### src/hdl/conv_hs_pkg.sv
// package: constants and types for the conversion handshake block
package conv_hs_pkg;
    localparam int          RESULT_W        = 12;
    localparam int          CLK_HZ          = 25_000_000;
    localparam int          CONV_TIME_NS    = 810;
    localparam int          CONV_CYCLES     = (CONV_TIME_NS * (CLK_HZ / 1_000_000)) / 1000;
    localparam int          SETTLE_TIME_NS  = 40;
    localparam int          SETTLE_CYCLES   = (SETTLE_TIME_NS * (CLK_HZ / 1_000_000) + 999) / 1000;
    localparam int          WAKE_TIME_NS    = 1000;
    localparam int          WAKE_CYCLES     = (WAKE_TIME_NS * (CLK_HZ / 1_000_000) + 999) / 1000;
    localparam int          CNT_W           = 8;
    localparam logic [RESULT_W-1:0] RESULT_RST = 12'h000;

    typedef enum logic [2:0] {
        ST_TRACK  = 3'b000,
        ST_CONV   = 3'b001,
        ST_SETTLE = 3'b011,
        ST_SLEEP  = 3'b010,
        ST_WAKE   = 3'b110
    } conv_state_t;

    typedef struct packed {
        logic                busy;
        logic                track;
        logic                sleep_partial;
        logic                sleep_full;
    } conv_status_t;
endpackage

### src/hdl/conv_handshake.sv
// conversion handshake: start strobe, busy, sleep and three-state result bus
`timescale 1ns/1ps
module conv_handshake
    import conv_hs_pkg::*;
#(
    parameter int CONV_CYC   = CONV_CYCLES,
    parameter int SETTLE_CYC = SETTLE_CYCLES,
    parameter int WAKE_CYC   = WAKE_CYCLES
) (
    input  wire logic                clk_sys_i,
    input  wire logic                sys_rst_i,
    input  wire logic                ce_i,
    input  wire logic                convert_start_n_i,
    input  wire logic                sleep_type_select_i,
    input  wire logic                chip_select_n_i,
    input  wire logic                read_n_i,
    input  wire logic [RESULT_W-1:0] sample_data_i,
    output logic                     busy_o,
    output logic                     track_o,
    output logic                     sleep_partial_o,
    output logic                     sleep_full_o,
    output logic                     wake_ready_o,
    output logic [RESULT_W-1:0]      result_bus_o,
    output logic [RESULT_W-1:0]      result_bus_oe_n_o,
    output conv_status_t             status_o
);
    logic                start_lvl;
    logic                start_lvl_q;
    logic                start_fall;
    logic                start_rise;
    logic                cs_lvl;
    logic                rd_lvl;
    logic                bus_en;
    conv_state_t         state_q;
    logic [CNT_W-1:0]    cnt_q;
    logic [RESULT_W-1:0] hold_q;
    logic [RESULT_W-1:0] result_q;
    logic                sleep_full_q;

    function automatic logic [CNT_W-1:0] cyc(input int n);
        cyc = CNT_W'(n - 1);
    endfunction

    pin_sync3 #(.RST_VAL(1'b1)) u_sync_start (
        .clk_sys_i (clk_sys_i),
        .sys_rst_i (sys_rst_i),
        .ce_i      (ce_i),
        .pin_i     (convert_start_n_i),
        .level_o   (start_lvl)
    );
    pin_sync3 #(.RST_VAL(1'b1)) u_sync_cs (
        .clk_sys_i (clk_sys_i),
        .sys_rst_i (sys_rst_i),
        .ce_i      (ce_i),
        .pin_i     (chip_select_n_i),
        .level_o   (cs_lvl)
    );
    pin_sync3 #(.RST_VAL(1'b1)) u_sync_rd (
        .clk_sys_i (clk_sys_i),
        .sys_rst_i (sys_rst_i),
        .ce_i      (ce_i),
        .pin_i     (read_n_i),
        .level_o   (rd_lvl)
    );

    always_ff @(posedge clk_sys_i) begin
        if (sys_rst_i) begin
            start_lvl_q <= 1'b1;
        end else if (ce_i) begin
            start_lvl_q <= start_lvl;
        end
    end

    // a strobe shorter than the sync filter is missed; host keeps it long enough
    assign start_fall = start_lvl_q & ~start_lvl;
    assign start_rise = ~start_lvl_q & start_lvl;

    // main sequence
    always_ff @(posedge clk_sys_i) begin
        if (sys_rst_i) begin
            state_q <= ST_TRACK;
            cnt_q   <= '0;
        end else if (ce_i) begin
            case (state_q)
                ST_TRACK: begin
                    if (start_fall) begin
                        state_q <= ST_CONV;
                        cnt_q   <= cyc(CONV_CYC);
                    end
                end
                ST_CONV: begin
                    // new starts during conversion are ignored
                    if (cnt_q == '0) begin
                        state_q <= ST_SETTLE;
                        cnt_q   <= cyc(SETTLE_CYC);
                    end else begin
                        cnt_q <= cnt_q - 1'b1;
                    end
                end
                ST_SETTLE: begin
                    if (cnt_q != '0) begin
                        cnt_q <= cnt_q - 1'b1;
                    end else if (!start_lvl) begin
                        state_q <= ST_SLEEP;
                    end else begin
                        state_q <= ST_TRACK;
                    end
                end
                ST_SLEEP: begin
                    if (start_rise) begin
                        state_q <= ST_WAKE;
                        cnt_q   <= cyc(WAKE_CYC);
                    end
                end
                ST_WAKE: begin
                    if (cnt_q == '0) begin
                        state_q <= ST_TRACK;
                    end else begin
                        cnt_q <= cnt_q - 1'b1;
                    end
                end
                default: begin
                    state_q <= ST_TRACK;
                    cnt_q   <= '0;
                end
            endcase
        end
    end

    // sample held at the start edge, result loaded when conversion ends
    always_ff @(posedge clk_sys_i) begin
        if (sys_rst_i) begin
            hold_q   <= RESULT_RST;
            result_q <= RESULT_RST;
        end else if (ce_i) begin
            if (state_q == ST_TRACK && start_fall) begin
                hold_q <= sample_data_i;
            end
            if (state_q == ST_CONV && cnt_q == '0) begin
                result_q <= hold_q;
            end
        end
    end

    // sleep type latched on entry so a pin change mid-sleep has no effect
    always_ff @(posedge clk_sys_i) begin
        if (sys_rst_i) begin
            sleep_full_q <= 1'b0;
        end else if (ce_i && state_q == ST_SETTLE && cnt_q == '0 && !start_lvl) begin
            sleep_full_q <= ~sleep_type_select_i;
        end
    end

    assign busy_o          = (state_q == ST_CONV) || (state_q == ST_SETTLE);
    assign track_o         = (state_q != ST_CONV);
    assign sleep_partial_o = (state_q == ST_SLEEP) && !sleep_full_q;
    assign sleep_full_o    = (state_q == ST_SLEEP) && sleep_full_q;
    assign wake_ready_o    = (state_q == ST_TRACK);

    assign bus_en            = !cs_lvl && !rd_lvl;
    assign result_bus_o      = result_q;
    assign result_bus_oe_n_o = {RESULT_W{~bus_en}};

    assign status_o = '{busy: busy_o, track: track_o,
                        sleep_partial: sleep_partial_o, sleep_full: sleep_full_o};
endmodule // conv_handshake

### src/hdl/pin_sync3.sv
// three-stage pin synchroniser with agreement filter
`timescale 1ns/1ps
module pin_sync3 #(
    parameter logic RST_VAL = 1'b1
) (
    input  wire logic clk_sys_i,
    input  wire logic sys_rst_i,
    input  wire logic ce_i,
    input  wire logic pin_i,
    output logic      level_o
);
    logic s1_q;
    logic s2_q;
    logic s3_q;

    always_ff @(posedge clk_sys_i) begin
        if (sys_rst_i) begin
            s1_q <= RST_VAL;
            s2_q <= RST_VAL;
            s3_q <= RST_VAL;
        end else if (ce_i) begin
            s1_q <= pin_i;
            s2_q <= s1_q;
            s3_q <= s2_q;
        end
    end

    // a change counts only once stages two and three agree
    always_ff @(posedge clk_sys_i) begin
        if (sys_rst_i) begin
            level_o <= RST_VAL;
        end else if (ce_i && (s2_q == s3_q)) begin
            level_o <= s3_q;
        end
    end
endmodule // pin_sync3

### config.mk
export PLATFORM = sky130hd
export DESIGN_NAME = conv_handshake
export DESIGN_NICKNAME = d
export VERILOG_FILES = /design/src/hdl/conv_hs_pkg.sv /design/src/hdl/conv_handshake.sv /design/src/hdl/pin_sync3.sv
export SDC_FILE = /design/constraint.sdc
export NUM_CORES = 1
export LEC_CHECK = 0
export ABC_AREA = 1
export BUFFER_PORTS_ARGS = -buffer_cell sky130_fd_sc_hd__buf_2
export CAP_MARGIN = 0
export CORE_ASPECT_RATIO = 1.2
export CORE_UTILIZATION = 50
export CTS_BUF_LIST = sky130_fd_sc_hd__clkbuf_8
export DETAILED_ROUTE_END_ITERATION = 16
export PLACE_DENSITY = 0.75
export RECOVER_POWER = 25
export SYNTH_ARGS = -nofsm -noshare
export SYNTH_HDL_FRONTEND = slang
export SYNTH_SLANG_ARGS = --single-unit
### constraint.sdc
create_clock -name clk_sys_i -period 1.8 [get_ports clk_sys_i]
set_input_delay 0.09 -clock clk_sys_i [delete_from_list [all_inputs] [get_ports clk_sys_i]]
set_output_delay 0.09 -clock clk_sys_i [all_outputs]
set_load 0.01 [all_outputs]
==> impl_metrics.yaml <==
run_status:
  status: "complete, no violations"
worst_setup_path:
  startpoint: "state_q[0]$_SDFFE_PP0P_"
  crit_path_start_kind: "flip-flop"
  arrival_ns: 1.48
  path_max_fanout: 4
  required_ns: 1.71
  criticalPathCategory: "flip-flop to output pin"
  reg2reg_from: "cnt_q[0]$_SDFFE_PP0P_"
  critPathCaptureType: "output pin"
  r2r_slack_ns: 0.29
place:
  port_buffers: 51
  hpwl_mm: 3.124
  pre_cts_slack_ns: 0.3310
  gp_congestion: 0.8289
cts:
  cts_resized: 0
  clk_pin_slew_ns: 0.10
  clk_latency_ns: 0.30
  clkSinkCount: 49
  cts_setup_buffers: 0
  cts_tree: "done"
  htreeDepth: 2
  clockBufferDepth: 2
  postCtsHoldBufs: 3
  root_buffer: "clkbuf_8"
  cts_buffers: 5
finish:
  final_common_cell: "nand2_1"
  n_antenna_cell: 0
  fill_cells: 453
  final_cell_mix: "65 x nand2_1, 49 x dfxtp_1, 46 x nor2_1, 41 x buf_2, 35 x inv_1"
  multiInputGateArea_um2: 1025
  nets: 389
  seq_area_um2: 980.9
  drive_gt1_share_pct: 21.41
  syn2layout_area_growth_pct: 13.80
hold_path:
  hp-start: "sample_data_i[9]"
  min-delay-path-class: "input port to flip-flop"
global_route:
  antenna_found_initial: 0
  grt_pass1_wl_mm: 7.300
  grt_max_degree: 27
  track_usage_pct: 18.47
  grt_pass1_vias: 1705
  grt_overflow: 0
timing:
  tightest_slew_ns: 0.8352
  finClkSkew_ns: 0.008928
  fin_crit_ns: 1.570
  timing.final.max_slew_violations: 0
  relSlewSlack_pct: 44.32
  rsz0062_at_grt: "false"
  timing.final.ws_setup_ns: 0.2296
  tns_ns: 0
  setup_viol: 0
  whs_ns: 0.03781
  fmax_ghz: 0.6368
  fin_crit_sh_pct: 87.24
  hold_viol: 0
synth:
  synthesis.area_um2: 2321
  yosys_warnings: 0
  synthCells: 330
  ys_types: 22
  synth_nets: 351
  synth-seq-area-share_pct: 42.26
  synth_seq_cells: 49
  syn_area_per_cell_um2: 7.033
power:
  cellLeakagePower_uw: 0.001182
  power_density_nw_per_um2: 1205
  power_uw: 3182
  ir_drop_mv: 0.5082
floorplan:
  dieArea_um2: 4920
  io-pin-count: 52
  start_util_pct: 53.24
  die_w_um: 64.20
  fp.coreArea_um2: 4359
  dieHeight_um: 76.64
  rows: 26
detailed_routing:
  vias: 1989
  routedWlPerCell_um: 9.979
  drc_errors: 0
  drt-total-wl_mm: 4.241
  routed_via_density: 4.680
  ant_nets: 0
  drtPass1Iterations: 4
  drt_first_iter_violations: 136
job:
  drv_cap: 0
## kinds of logic after synthesis
group           count (synthesis)  synth area share [%]
compound gates                 58                 12.83
fa+ha+maj                       2                 1.078
flops                          49                 42.26
buf+inv                        67                 13.59
simple gates                  154                 30.24
## critical path, cell delays in order (launching register included)
cell and delay, ns:
dfxtp_1 0.35, inv_1 0.16, nand2_2 0.10, nor2_2 0.20, inv_1 0.10, nor2_1 0.12, buf_2 0.14
## area by class of cell
class / instances / share of cell area [%]
Inverter: 40 / 5.685
Clock buffer: 5 / 2.605
Timing Repair Buffer: 58 / 11.46
Tap cell: 56 / 2.653
Sequential cell: 49 / 37.14
Multi-Input combinational cell: 214 / 38.80
Clock inverter: 3 / 1.658
## worst paths after layout
path | cells past startpoint | endpoint
setup / recovery | 6 | sleep_partial_o
hold / removal | 3 | hold_q[9]$_SDFFE_PP0P_
setup reg to reg | 8 | result_bus_o[2]$_SDFFE_PP0P_
hold reg to reg | 2 | result_bus_o[3]$_SDFFE_PP0P_
## synthesized netlist by cell type
master | n | area share [%]
buf_2 | 6 | 1.3
a21oi_1 | 22 | 4.7
inv_2 | 5 | 0.81
nand3_1 | 20 | 4.3
dfxtp_1 | 49 | 42
nand2_1 | 65 | 11
nand2_2 | 9 | 2.4
nand4_2 | 1 | 0.54
nor3_1 | 1 | 0.22
nor2_4 | 5 | 2.4
nand4_1 | 1 | 0.27
nor2_1 | 46 | 7.4
ha_1 | 2 | 1.1
inv_1 | 35 | 5.7
nand3_2 | 3 | 1.3
or2_2 | 2 | 0.54
o21ai_0 | 32 | 6.9
clkbuf_1 | 6 | 0.97
o21ai_1 | 1 | 0.22
o211ai_1 | 3 | 0.97
buf_4 | 15 | 4.9
nor2_2 | 1 | 0.27
## per-stage QoR
stage          instance area (um^2)  util, %  cells
2_1_floorplan                  2321        -    330
3_3_place_gp                   2511    57.61    414
3_5_place_dp                   2511    57.61    414
4_1_cts                        2654    60.88    425
5_1_grt                        2641    60.59    425
6_report                       2641    60.59    425
## registers in the layout (all words and copies together), names as in the netlist
signal	cells
hold_q	12
result_bus_o	12
cnt_q	8
state_q	3
sleep_full_q	1
start_lvl_q	1
u_sync_cs.level_o	1
u_sync_cs.s1_q	1
u_sync_cs.s2_q	1
u_sync_cs.s3_q	1
u_sync_rd.level_o	1
u_sync_rd.s1_q	1
u_sync_rd.s2_q	1
u_sync_rd.s3_q	1
u_sync_start.level_o	1
u_sync_start.s1_q	1
u_sync_start.s2_q	1
u_sync_start.s3_q	1
## layer usage
metal	up-vias	wire length, um	part of all wire (%)	track usage, %
met5	-	0	0	0
met3	2	173	4.1	5.240
li1	1098	-	-	-
met2	45	1959	46	30.85
met4	0	16	0.38	4.667
met1	844	2092	49	23.14
## power by group
group / total [uW] / switching [uW] / internal (uW)
Clock: 786 / 369 / 417
Sequential: 1280 / 87.5 / 1190
Combinational: 1120 / 729 / 389
Note: power is estimated with default switching activity, not from simulation.
